==> src/core/wdt_pkg.sv <==
// constants, types and state layout for the watchdog time-out unit
package wdt_pkg;

    // low-power rc oscillator and base periods
    localparam int RC_FREQ_KHZ          = 32;
    localparam int BASE_PERIOD_SHORT_MS = 1;
    localparam int BASE_PERIOD_LONG_MS  = 4;
    localparam int PRE_SHORT_DIV        = RC_FREQ_KHZ * BASE_PERIOD_SHORT_MS;
    localparam int PRE_LONG_DIV         = RC_FREQ_KHZ * BASE_PERIOD_LONG_MS;

    // combined prescaler and postscaler count
    localparam int CNT_W = 22;
    localparam int LIM_W = 23;

    // register bus
    localparam int ADDR_W = 8;
    localparam int DATA_W = 16;
    localparam logic [ADDR_W-1:0] ADDR_RESET_CTRL = 8'h00;
    localparam logic [ADDR_W-1:0] ADDR_IRQ_STATUS = 8'h04;
    localparam logic [ADDR_W-1:0] ADDR_IRQ_MASK   = 8'h08;
    localparam logic [ADDR_W-1:0] ADDR_COUNT      = 8'h0c;

    // reset control register fields
    localparam int RC_SOFT_EN_BIT = 5;
    localparam int RC_TIMEOUT_BIT = 4;
    localparam int RC_SLEEP_BIT   = 3;
    localparam int RC_IDLE_BIT    = 2;

    // configuration word fields
    localparam int CFG_W          = 8;
    localparam int CFG_POST_LSB   = 0;
    localparam int CFG_POST_W     = 4;
    localparam int CFG_PRE_BIT    = 4;
    localparam int CFG_WINDOW_DISABLE_BIT = 6;
    localparam int CFG_EN_BIT     = 7;

    // interrupt status and mask fields
    localparam int ST_W          = 3;
    localparam int ST_TIMEOUT    = 0;
    localparam int ST_WINDOW     = 1;
    localparam int ST_WAKE       = 2;
    localparam logic [ST_W-1:0] MASK_RST = 3'h0;

    typedef enum logic [2:0] {
        MODE_RUN   = 3'b001,
        MODE_SLEEP = 3'b010,
        MODE_IDLE  = 3'b100
    } pwr_mode_t;

    typedef struct packed {
        logic [ADDR_W-1:0] addr;
        logic [DATA_W-1:0] wdata;
        logic              wr;
        logic              rd;
    } reg_req_t;

    typedef struct packed {
        logic clear_instr;
        logic power_save;
        logic save_idle;
        logic clock_switch_done;
        logic wake_other;
        logic device_reset;
    } core_evt_t;

    typedef struct packed {
        logic              rc_s1;
        logic              rc_s2;
        logic              rc_s3;
        logic              cfg_valid;
        logic [CFG_W-1:0]  cfg;
        pwr_mode_t         mode;
        logic              soft_en;
        logic              timeout_flag;
        logic              sleep_flag;
        logic              idle_flag;
        logic [CNT_W-1:0]  cnt;
        logic [ST_W-1:0]   status;
        logic [ST_W-1:0]   mask;
        logic [DATA_W-1:0] rdata;
        logic              wdt_reset;
        logic              wake;
    } wdt_state_t;

endpackage

==> src/core/watchdog_timeout_unit.sv <==
// watchdog time-out unit: rc-clock counter, windowed clear, wake and reset
`timescale 1ns/10ps
module watchdog_timeout_unit
    import wdt_pkg::*;
(
    input  wire logic                         sys_clk_i,
    input  wire logic                         rst_i,
    input  wire logic                         rc_clk_i,
    input  wire logic [wdt_pkg::CFG_W-1:0]    watchdog_config_word_i,
    input  wire wdt_pkg::core_evt_t           core_evt_i,
    input  wire wdt_pkg::reg_req_t            reg_req_i,
    output logic      [wdt_pkg::DATA_W-1:0]   rd_data_o,
    output logic                              rc_enable_o,
    output logic                              wdt_reset_o,
    output logic                              wake_o,
    output logic                              sleep_active_o,
    output logic                              idle_active_o,
    output logic                              irq_o
);
    import wdt_pkg::*;

    wdt_state_t        q;
    wdt_state_t        d;
    logic              rc_edge;
    logic              cfg_en;
    logic              cfg_pre;
    logic              cfg_window_disable;
    logic [3:0]        cfg_post;
    logic              running;
    logic [LIM_W-1:0]  limit;
    logic              window_open;
    logic              timeout_hit;
    logic              in_run;
    logic              clear_ok;
    logic              early_clear;
    logic              exit_save;
    logic              clr_cnt;
    logic              count_step;
    logic              wr_rc;
    logic              rd_status;
    logic [ST_W-1:0]   st_set;

    always_comb begin
        rc_edge    = q.rc_s2 & ~q.rc_s3;
        cfg_en     = q.cfg[CFG_EN_BIT];
        cfg_pre    = q.cfg[CFG_PRE_BIT];
        cfg_window_disable = q.cfg[CFG_WINDOW_DISABLE_BIT];
        cfg_post   = q.cfg[CFG_POST_LSB +: CFG_POST_W];
        in_run     = (q.mode == MODE_RUN);
        // enable forced by config, else by software bit
        running    = q.cfg_valid & (cfg_en | q.soft_en);
        // one count range covers prescaler and postscaler
        limit      = (cfg_pre ? LIM_W'(PRE_LONG_DIV) : LIM_W'(PRE_SHORT_DIV)) << cfg_post;
        window_open = ({1'b0, q.cnt} >= (limit - (limit >> 2)));
        timeout_hit = running & rc_edge & ({1'b0, q.cnt} == (limit - LIM_W'(1)));
        clear_ok    = core_evt_i.clear_instr & in_run;
        early_clear = clear_ok & running & ~cfg_window_disable & ~window_open;
        exit_save   = ~in_run & (timeout_hit | core_evt_i.wake_other);
        clr_cnt     = core_evt_i.device_reset
                    | core_evt_i.clock_switch_done
                    | (core_evt_i.power_save & in_run)
                    | exit_save
                    | clear_ok
                    | timeout_hit
                    | ~running;
        count_step  = running & rc_edge & ~clr_cnt;
        wr_rc       = reg_req_i.wr & (reg_req_i.addr == ADDR_RESET_CTRL);
        rd_status   = reg_req_i.rd & (reg_req_i.addr == ADDR_IRQ_STATUS);
        st_set      = '0;
        st_set[ST_TIMEOUT] = timeout_hit;
        st_set[ST_WINDOW]  = early_clear;
        st_set[ST_WAKE]    = timeout_hit & ~in_run;

        d = q;
        // two-stage sync, third stage for edge detect
        d.rc_s1 = rc_clk_i;
        d.rc_s2 = q.rc_s1;
        d.rc_s3 = q.rc_s2;
        // config word caught in the first cycle after reset release
        if (!q.cfg_valid) begin
            d.cfg       = watchdog_config_word_i;
            d.cfg_valid = 1'b1;
        end

        // counter keeps running in every power mode
        if (clr_cnt) begin
            d.cnt = '0;
        end else if (count_step) begin
            d.cnt = q.cnt + CNT_W'(1);
        end

        d.wdt_reset = (timeout_hit & in_run) | early_clear;
        d.wake      = timeout_hit & ~in_run;

        case (q.mode)
            MODE_RUN: begin
                if (core_evt_i.power_save) begin
                    d.mode = core_evt_i.save_idle ? MODE_IDLE : MODE_SLEEP;
                end
            end
            MODE_SLEEP, MODE_IDLE: begin
                // resume after the power-save point, no reset
                if (exit_save) begin
                    d.mode = MODE_RUN;
                end
            end
            default: begin
                d.mode = MODE_RUN;
            end
        endcase

        // software writes, hardware sets win
        if (wr_rc) begin
            d.soft_en      = reg_req_i.wdata[RC_SOFT_EN_BIT];
            d.timeout_flag = reg_req_i.wdata[RC_TIMEOUT_BIT];
            d.sleep_flag   = reg_req_i.wdata[RC_SLEEP_BIT];
            d.idle_flag    = reg_req_i.wdata[RC_IDLE_BIT];
        end
        if (timeout_hit) begin
            d.timeout_flag = 1'b1;
        end
        if (core_evt_i.power_save & in_run) begin
            d.sleep_flag = ~core_evt_i.save_idle;
            d.idle_flag  = core_evt_i.save_idle;
        end
        if (core_evt_i.device_reset | d.wdt_reset) begin
            d.soft_en = 1'b0;
            d.mode    = MODE_RUN;
        end

        if (reg_req_i.wr & (reg_req_i.addr == ADDR_IRQ_MASK)) begin
            d.mask = reg_req_i.wdata[ST_W-1:0];
        end
        d.status = (rd_status ? '0 : q.status) | st_set;

        d.rdata = '0;
        if (reg_req_i.rd) begin
            if (reg_req_i.addr == ADDR_RESET_CTRL) begin
                d.rdata[RC_SOFT_EN_BIT] = q.soft_en;
                d.rdata[RC_TIMEOUT_BIT] = q.timeout_flag;
                d.rdata[RC_SLEEP_BIT]   = q.sleep_flag;
                d.rdata[RC_IDLE_BIT]    = q.idle_flag;
            end else if (reg_req_i.addr == ADDR_IRQ_STATUS) begin
                d.rdata[ST_W-1:0] = q.status;
            end else if (reg_req_i.addr == ADDR_IRQ_MASK) begin
                d.rdata[ST_W-1:0] = q.mask;
            end else if (reg_req_i.addr == ADDR_COUNT) begin
                d.rdata = q.cnt[CNT_W-1 -: DATA_W];
            end
        end
    end

    always_ff @(posedge sys_clk_i or posedge rst_i) begin
        if (rst_i) begin
            q              <= '0;
            q.mode         <= MODE_RUN;
            q.mask         <= MASK_RST;
        end else begin
            q <= d;
        end
    end

    assign rd_data_o      = q.rdata;
    assign rc_enable_o    = running;
    assign wdt_reset_o    = q.wdt_reset;
    assign wake_o         = q.wake;
    assign sleep_active_o = (q.mode == MODE_SLEEP);
    assign idle_active_o  = (q.mode == MODE_IDLE);
    assign irq_o          = |(q.status & q.mask);
endmodule

==> config.mk <==
export PLATFORM = sky130hd
export DESIGN_NAME = watchdog_timeout_unit
export DESIGN_NICKNAME = d
export VERILOG_FILES = /design/src/core/wdt_pkg.sv /design/src/core/watchdog_timeout_unit.sv
export SDC_FILE = /design/constraint.sdc
export NUM_CORES = 1
export LEC_CHECK = 0
export BUFFER_PORTS_ARGS = -buffer_cell sky130_fd_sc_hd__buf_2
export CAP_MARGIN = 20
export CORE_MARGIN = 3
export CORE_UTILIZATION = 40
export CTS_BUF_LIST = sky130_fd_sc_hd__clkbuf_16
export DETAILED_ROUTE_END_ITERATION = 10
export GPL_TIMING_DRIVEN = 0
export MAX_ROUTING_LAYER = met4
export PLACE_DENSITY = 0.71
export SKIP_CTS_REPAIR_TIMING = 1
export SLEW_MARGIN = 20
export SYNTH_ARGS = -nofsm -noshare
export SYNTH_HDL_FRONTEND = slang
export SYNTH_SLANG_ARGS = --single-unit
==> constraint.sdc <==
create_clock -name sys_clk_i -period 4.9 [get_ports sys_clk_i]
set_input_delay 0.735 -clock sys_clk_i [delete_from_list [all_inputs] [get_ports sys_clk_i]]
set_output_delay 0.735 -clock sys_clk_i [all_outputs]
set_load 0.01 [all_outputs]
## Yosys cells after proc, flatten, opt, wreduce, memory -nomap -nowiden

Cells that the tools add are included.

| word-level totals | value |
|---|---|
| register bits after elaboration | 65 |
| bits of input ports | 43 |

| operators by class | value |
|---|---|
| add/sub/neg operators | 3 |
| magnitude comparators | 1 |
| equal/unequal tests | 9 |
| shift-type cells | 1 |
| muxes and demuxes | 21 |
| bitwise operators | 35 |
| reductions and logical operators | 8 |

Operators by type and width:

| kind | number |
|---|---|
| $mux W22 | 2 |
| $mux W16 | 2 |
| $mux W13 | 2 |
| $eq A22 B23 Y1 | 1 |
| $ge A22 B23 Y1 | 1 |
| $shl A8 B4 Y23 | 1 |
| $sub A23 B1 Y23 const B | 1 |
| $sub A23 B21 Y23 | 1 |
| $add A22 B1 Y22 const B | 1 |
| $mux W3 | 6 |
| $and A1 B1 Y1 | 16 |
| $eq A8 B4 Y1 const B | 2 |
| $mux W4 | 3 |
| $mux W10 | 1 |
| $or A1 B1 Y1 | 10 |
| $eq A8 B3 Y1 const B | 1 |
| $logic_not A8 Y1 | 1 |
| $mux W8 | 1 |
| $reduce_bool A2 Y1 | 4 |
| $not A1 Y1 | 7 |
| $pmux W3 S2 | 1 |
| $mux W2 | 2 |
| $and A3 B3 Y3 | 1 |
| $eq A3 B1 Y1 const B | 1 |
| 9 further kinds | 9 |

## Longest topological paths before layout

Gate-level depths: netlist of run 1.

| logic depth | value |
|---|---|
| depth after elaboration | 15 |
| gate-level depth with buffers | 22 |
| mapped depth without buffers | 21 |

## Least setup slack after synthesis of run 1

OpenSTA, ideal clock, no wires.

| path | value |
|---|---|
| path kind | register -> register |
| start point | register q (netlist bit cfg_pre) |
| end point | register q[49] in the netlist's numbering |
| arrival time | 4.198 ns |
| required time | 4.776 ns |
| slack | 0.578 ns |
| cell stages (with the launch flop) | 21 |
| cell sequence | dfrtp_1 buf_6 or4_4 nor2_2 inv_1 ha_1 a21o_1 a21o_1 a2111oi_2 o221ai_1 a211oi_1 o21bai_1 a21oi_1 xnor2_1 ha_1 nand3_1 o22ai_1 or3_1 o21bai_1 o21bai_4 nor3_1 |

RTL lines:

| what | RTL line | source |
|---|---|---|
| start, declared | watchdog_timeout_unit.sv:22 | `wdt_state_t q;` |

==> impl_metrics.env, run 1 <==
export IMPL_status="complete, no violations"
export IMPL_max_stage_delay_ns=0.56
export IMPL_clock_latency_ns=0.33
export IMPL_worst_pin_slew_ns=0.606
export IMPL_yosys_most_used_dff="dfrtp_1"
export IMPL_drt_first_pass_iters=5
export IMPL_regToRegSetupSlack_ns=0.14
export IMPL_synth_seq_cells=64
export IMPL_power_density_mw_per_mm2=292
export IMPL_max_freq_ghz=0.210
export IMPL_die_area_mm2=0.0138
export IMPL_hold_viol=0
export IMPL_hp_start="d[63]$_DFF_PP0_"
export IMPL_r2r_cells=20
export IMPL_drc=0
export IMPL_grt_overflow_total=0
export IMPL_syn_area_mm2=0.00498
export IMPL_path_cells="buf_6 -> or4_4 -> nor2_4 -> inv_1 -> ha_1 -> a21o_1 -> a21o_1 -> a2111oi_4 -> inv_1 -> a21oi_2 -> xor2_1 -> ha_1 -> nand4_1 -> nor2_1 -> nand4_1 -> a31o_2 -> a211oi_2 -> o21bai_4 -> o21bai_4 -> a211o_1"
export IMPL_dp_final_hpwl_um=10200
export IMPL_cts_inserted_buffers=9
export IMPL_arrival_ns=5.02
export IMPL_cap_violations=0
export IMPL_vias=4360
export IMPL_grtUsageTotal_pct=19.5
export IMPL_synth_fa_ha_area_share_pct=9.99
export IMPL_die_w_um=118
export IMPL_yosysSeqAreaShare_pct=32.2
export IMPL_hold_path_class="reg2reg"
export IMPL_path_class="reg2reg"
export IMPL_synth_compound_gate_area_share_pct=14.9
export IMPL_grt_max_degree=35
export IMPL_antenna_found_initial=0
export IMPL_synthToLayoutAreaGrowth_pct=17.4
export IMPL_use_met2_pct=29.7
export IMPL_async_reset_ff_share_pct=100
export IMPL_syn_inst=557
export IMPL_drt_iter0_drc=386
export IMPL_place_congestion=0.982
export IMPL_synthSimpleGateAreaFrac_pct=21.6
export IMPL_grt_pass1_wl_um=21200
export IMPL_slew_violations=0
export IMPL_period_needed_ns=4.76
export IMPL_clk_pin_slew_worst_paths_ns=0.05
export IMPL_crit_path_end_kind="flip-flop"
export IMPL_synth_xor_area_share_pct=9.64
export IMPL_cp_required_ns=5.15
export IMPL_io_buffers=51
export IMPL_cts_tree="done"
export IMPL_seq_area_mm2=0.00161
export IMPL_crit_path_start_kind="flip-flop"
export IMPL_setup_violations=0
export IMPL_place_area_mm2=0.00547
export IMPL_placementRows=40
export IMPL_drive_gt1_share_pct=22.5
export IMPL_synth_edff_count=0
export IMPL_grt_pass1_vias=4167
export IMPL_yosysUniqueCellTypes=68
export IMPL_period_share_pct=97.2
export IMPL_grtUsageMet3_pct=3.89
export IMPL_multi_input_area_mm2=0.00310
export IMPL_finalNetCount=705
export IMPL_fillCellCount=1198
export IMPL_yosys_mux_area_fraction_pct=4.37
export IMPL_synth_fp_nets=639
export IMPL_via_per_inst=5.48
export IMPL_synth_top_family_by_area="simple AND/OR/NAND/NOR gates"
export IMPL_antenna_cells=0
export IMPL_fin_util_pct=48.3
export IMPL_crit_reg2reg_launch="cfg_pre$_DFFE_PP0N_"
export IMPL_min_path_cells=0
export IMPL_cts_max_level=3
export IMPL_ioPinCount=65
export IMPL_initial_core_util_pct=41.2
export IMPL_cts_sinks=64
export IMPL_peakVddDrop_mv=0.186
export IMPL_wirelength_um=13200
export IMPL_cp_slowest_cell="or4_4"
export IMPL_stdcell_area_mm2=0.00585
export IMPL_fin_worst_skew_ns=0.00451
export IMPL_slew_headroom_pct=59.2
export IMPL_die_h_um=118
export IMPL_leakagePower_uw=0.00277
export IMPL_yosysWarningCount=0
export IMPL_clockBufferDepth=2
export IMPL_busiest_layer="met2"
export IMPL_avgSynthCellArea_um2=8.95
export IMPL_holdPathEnd="d[62]$_DFF_PP0_"
export IMPL_coreArea_mm2=0.0121
export IMPL_critPathMaxFanout=10
export IMPL_cts_root_buf="clkbuf_16"
export IMPL_whs_ns=0.347
export IMPL_ant_nets=0
export IMPL_r2r_end="q[50]$_DFFE_PP1P_"
export IMPL_post_drt_wl_per_cell_um=16.6
export IMPL_grt_use_met1_pct=26.0
==> sequential cells by signal (all words and copies together), names as in the netlist <==
signal	cells
wdt_reset_o	1
cfg_window_disable	1
q	37
cfg_post	4
cfg_pre	1
wake_o	1
rd_data_o	16
d	2
cfg_en	1
==> metal layers <==
metal,vias to the layer above,share of wire [%],routed length (um)
met5,-,0,0
met4,0,2.3,303
met3,26,5.4,710
met2,128,47,6160
met1,2108,46,6050
li1,2098,-,-
==> worst max path at each step <==
stage                                  from                end  slack [ns]  cells past startpoint
finish                  cfg_pre$_DFFE_PP0N_  q[50]$_DFFE_PP1P_        0.14                     20
floorplan               cfg_pre$_DFFE_PP0N_  q[49]$_DFFE_PP0P_        0.58                     20
global route            cfg_pre$_DFFE_PP0N_  q[52]$_DFFE_PP0P_       -0.07                     20
global placement    cfg_post[0]$_DFFE_PP0N_  q[49]$_DFFE_PP0P_       -0.41                     20
detailed placement  cfg_post[0]$_DFFE_PP0N_  q[51]$_DFFE_PP0P_       -0.47                     20
CTS                 cfg_post[0]$_DFFE_PP0N_  q[51]$_DFFE_PP0P_       -0.51                     20
==> logic make-up after synthesis <==
kind of cell / Yosys count
AOI/OAI and AO/OA: 109
xor gates and xnor gates: 54
adders and majority gates: 40
buffers and inverters: 71
DFF: 64
muxes: 19
other: 1
and+or+nand+nor: 199
==> Yosys cell counts, drive strengths merged, types with 3 or more instances <==
master | n | share of area [%]
nor3b | 6 | 0.90
o31ai | 4 | 0.60
o21ai | 17 | 1.7
xnor2 | 24 | 4.4
nor2 | 49 | 3.8
o22ai | 4 | 0.50
and3 | 9 | 1.1
o21bai | 6 | 1.1
nand4b | 4 | 0.70
a31oi | 4 | 0.50
a22oi | 4 | 0.60
mux2i | 6 | 1.2
buf | 26 | 3.9
nand3b | 4 | 0.60
nor3 | 11 | 1.1
nand3 | 27 | 3.1
clkbuf | 12 | 0.90
nor2b | 7 | 0.88
or3 | 3 | 0.38
nand4 | 12 | 1.8
inv | 33 | 2.5
xor2 | 30 | 5.3
o211ai | 4 | 0.70
a21o | 11 | 1.7
o21a | 5 | 0.75
nand2 | 41 | 3.1
o221ai | 3 | 0.53
a211o | 4 | 0.70
dfrtp | 63 | 32
and2 | 12 | 1.5
ha | 39 | 9.8
mux2 | 12 | 2.7
a21oi | 30 | 3.0
==> per-stage QoR <==
stage	total power (uW)	worst slack [ns]	TNS [ns]	std cells
floorplan	980	0.578	0	557
global route	1810	-0.0673	-0.242	796
detailed placement	1110	-0.469	-2.37	777
global placement	1090	-0.411	-2.06	776
finish	1710	0.137	0	796
CTS	1680	-0.510	-2.64	793
==> power breakdown <==
group / internal (uW) / switching (uW)
clock: 335 / 229
sequential: 547 / 14.3
combinational: 248 / 337
==> placed cells by master (no fill, tap or decap), drive strengths merged, types with 5 or more instances in the layout <==
cell type,instances
mux2i,6
dfrtp,63
a21o,11
o21a,5
nor3b,6
and3,9
buf,82
nor2b,7
xor2,30
o21ai,17
clkbuf,20
nand4,12
nor2,49
a21oi,30
nand2,41
nor3,11
inv,33
o21bai,6
ha,39
mux2,12
nand3,27
xnor2,24
and2,12
==> final cells by class <==
type	instances	share of cell area, %
multi-input cells	422	52.9
flip-flops and latches	64	27.4
repair buffers	56	5.21
plain buffers	37	4.17
clock buffers	9	3.85
well taps	168	3.59
inverters	33	2.16
clock inverters	7	0.663
==> critical path: cells and delay by family, from the launching register on <==
family	cells	cell delay, ns
flip-flops	1	0.40
AO/OA/AOI/OAI	9	2.12
adder cells (fa/ha/maj)	2	0.54
AND/OR/NAND/NOR	5	1.13
XOR/XNOR	1	0.11
buffers and inverters	3	0.37
Note: power is estimated with default switching activity, not from simulation.
==> run 2, diff against run 1 <==
--- a/config.mk
+++ b/config.mk
@@ -14,7 +14,9 @@
 export GPL_TIMING_DRIVEN = 0
 export MAX_ROUTING_LAYER = met4
 export PLACE_DENSITY = 0.71
+export REMOVE_ABC_BUFFERS = 1
 export SKIP_CTS_REPAIR_TIMING = 1
+export SKIP_LAST_GASP = 1
 export SLEW_MARGIN = 20
 export SYNTH_ARGS = -nofsm -noshare
 export SYNTH_HDL_FRONTEND = slang
==> run 2 against run 1 <==
  * Flip-flop and latch count did not move
  * Power rose by 3.5%
  * Count of clock-buffer cells in the layout did not move
  * Sequential share of layout area rose by 0.65 points
  * Utilization fell by 0.71 points
  * Wire length fell by 3.9%
  * Clock power rose by 8.9%
  * Non-clock buffer count fell by 27
  * Final area fell by 1.5%
  * Sequential power rose by 3%
  * Hold slack got worse by 0.030 ns
  * Largest power group is now the clock network
==> impl_metrics.env, run 2 (synthesized netlist as in run 1, its figures left out) <==
export IMPL_max_stage_delay_ns=0.56
export IMPL_cts_max_level=3
export IMPL_cp_required_ns=5.15
export IMPL_synthToLayoutAreaGrowth_pct=15.7
export IMPL_cts_root_buf="clkbuf_16"
export IMPL_crit_path_end_kind="flip-flop"
export IMPL_period_needed_ns=4.71
export IMPL_fin_worst_skew_ns=0.00543
export IMPL_max_freq_ghz=0.212
export IMPL_status="complete, no violations"
export IMPL_worst_pin_slew_ns=0.648
export IMPL_clk_pin_slew_worst_paths_ns=0.06
export IMPL_drt_first_pass_iters=5
export IMPL_wirelength_um=12700
export IMPL_path_class="reg2reg"
export IMPL_slew_headroom_pct=56.3
export IMPL_initial_core_util_pct=41.2
export IMPL_post_drt_wl_per_cell_um=16.5
export IMPL_slew_violations=0
export IMPL_critPathTopFamily="compound AO/OA/AOI/OAI gates"
export IMPL_cp_num_buf_inv=1
export IMPL_die_w_um=118
export IMPL_grt_max_degree=53
export IMPL_largest_register="q"
export IMPL_arrival_ns=4.97
export IMPL_die_area_mm2=0.0138
export IMPL_grt_overflow_total=0
export IMPL_power_density_mw_per_mm2=307
export IMPL_stdcell_area_mm2=0.00577
export IMPL_drt_iter0_drc=402
export IMPL_path_cells="or3b_1 -> a211o_1 -> inv_1 -> ha_1 -> a211o_1 -> or2_2 -> a21o_1 -> a21oi_1 -> xor2_1 -> ha_1 -> nand4_1 -> nor2_2 -> nand4_1 -> a31o_2 -> a211oi_4 -> o21bai_4 -> o21bai_4 -> a211o_1"
export IMPL_power_frac_seq_pct=32.7
export IMPL_setup_tns_final_ns=0
export IMPL_via_per_inst=5.65
export IMPL_path_common_cell="a211o_1"
export IMPL_p_int_uw=1190
export IMPL_setup_ws_ns=0.188
export IMPL_grt_pass1_wl_um=20400
export IMPL_dp_final_hpwl_um=9290
export IMPL_p_sw_uw=581
export IMPL_period_share_pct=96.2
export IMPL_r2r_cells=18
export IMPL_comb_power_share_pct=32.6
export IMPL_place_area_mm2=0.00525
export IMPL_vias=4347
export IMPL_hold_viol=0
export IMPL_crit_path_start_kind="flip-flop"
export IMPL_drc=0
export IMPL_ioPinCount=65
export IMPL_leakagePower_uw=0.00269
export IMPL_critPathMaxFanout=11
export IMPL_finalNetCount=678
export IMPL_drive_gt1_share_pct=21.6
export IMPL_cts_tree="done"
export IMPL_antenna_cells=0
export IMPL_ant_nets=0
export IMPL_coreArea_mm2=0.0121
export IMPL_layout_common_cells="dfrtp_1, buf_2, nor2_1, nand2_1, ha_1"
export IMPL_pre_cts_ws_ns=-0.565
export IMPL_cp_slowest_cell="dfrtp_4"
export IMPL_placementRows=40
export IMPL_dp_cells=741
export IMPL_setup_violations=0
export IMPL_instances_no_fill=769
export IMPL_place_congestion=0.912
export IMPL_clockPowerShare_pct=34.7
export IMPL_p_sw_share_pct=32.8
export IMPL_cap_violations=0
export IMPL_clock_latency_ns=0.33
export IMPL_cts_inserted_buffers=9
export IMPL_cts_sinks=64
export IMPL_grtUsageTotal_pct=18.3
export IMPL_largest_reg_flops=37
export IMPL_antenna_found_initial=0
export IMPL_fin_util_pct=47.6
export IMPL_hold_path_class="in2async"
export IMPL_path_depth=18
export IMPL_io_buffers=53
export IMPL_layout_commonest_cell="dfrtp_1"
export IMPL_grt_pass1_vias=4148
export IMPL_die_h_um=118
export IMPL_clockBufferDepth=2
export IMPL_peakVddDrop_mv=0.187
run 2: cell types whose count changed in the layout (fill, tap and decap cells not counted), moves of 3 or more:
| cell | before | now |
|---|---|---|
| clkinv_1 | 3 | 0 |
| clkbuf_1 | 8 | 0 |
| buf_4 | 22 | 9 |
| dfrtp_1 | 61 | 58 |
| dfrtp_4 | 0 | 4 |
| buf_2 | 56 | 53 |
run 2: path summary, 6_finish.rpt:
kind / start / endpoint / slack (ns)
max: cfg_pre$_DFFE_PP0N_ / q[50]$_DFFE_PP1P_ / 0.19
min: rst_i / q[26]$_DFFE_PP0P_ / 0.32
max reg2reg: cfg_pre$_DFFE_PP0N_ / q[50]$_DFFE_PP1P_ / 0.19
min reg2reg: d[63]$_DFF_PP0_ / d[62]$_DFF_PP0_ / 0.35
max in group asynchronous: rst_i / q[50]$_DFFE_PP1P_ / 4.04
min in group sys_clk_i: d[63]$_DFF_PP0_ / d[62]$_DFF_PP0_ / 0.35
run 2: routing by layer:
metal | global-route usage (%) | part of all wire, % | vias to the layer above
met1 | 23.1 | 44 | 2086
li1 | - | - | 2043
met3 | 4.57 | 7.2 | 32
met5 | - | 0 | -
met2 | 28.8 | 47 | 186
met4 | 6.30 | 2.7 | 0
run 2: area by class of cell:
cell class	instances	area [um2]
fillers	1151	6340
flip-flops and latches	64	1620
inverters	33	126
well taps	168	210
clock buffers	9	225
repair buffers	66	399
clock inverters	7	63.8
multi-input cells	422	3120
run 2: worst register-to-register path, delay by kind of cell, from the launching register on:
kind | cells | cell delay, ns
buffers and inverters | 1 | 0.08
adder cells (fa/ha/maj) | 2 | 0.57
AND/OR/NAND/NOR | 5 | 1.20
XOR/XNOR | 1 | 0.09
flip-flops | 1 | 0.56
AO/OA/AOI/OAI | 9 | 2.13
run 2: metrics by stage:
stage / total power [uW] / hold WS (ns)
2_1_floorplan: 968 / 0.331
3_3_place_gp: 1080 / 0.343
3_5_place_dp: 1100 / 0.340
4_1_cts: 1710 / 0.316
5_1_grt: 1860 / 0.328
6_report: 1770 / 0.317
run 2: power by group through the flow:
stage               Clock [uW]  Combinational (uW)  Sequential [uW]
floorplan                    0                 387              580
global placement             0                 484              591
detailed placement           0                 503              592
CTS                        625                 506              583
global route               648                 630              581
finish                     614                 578              579
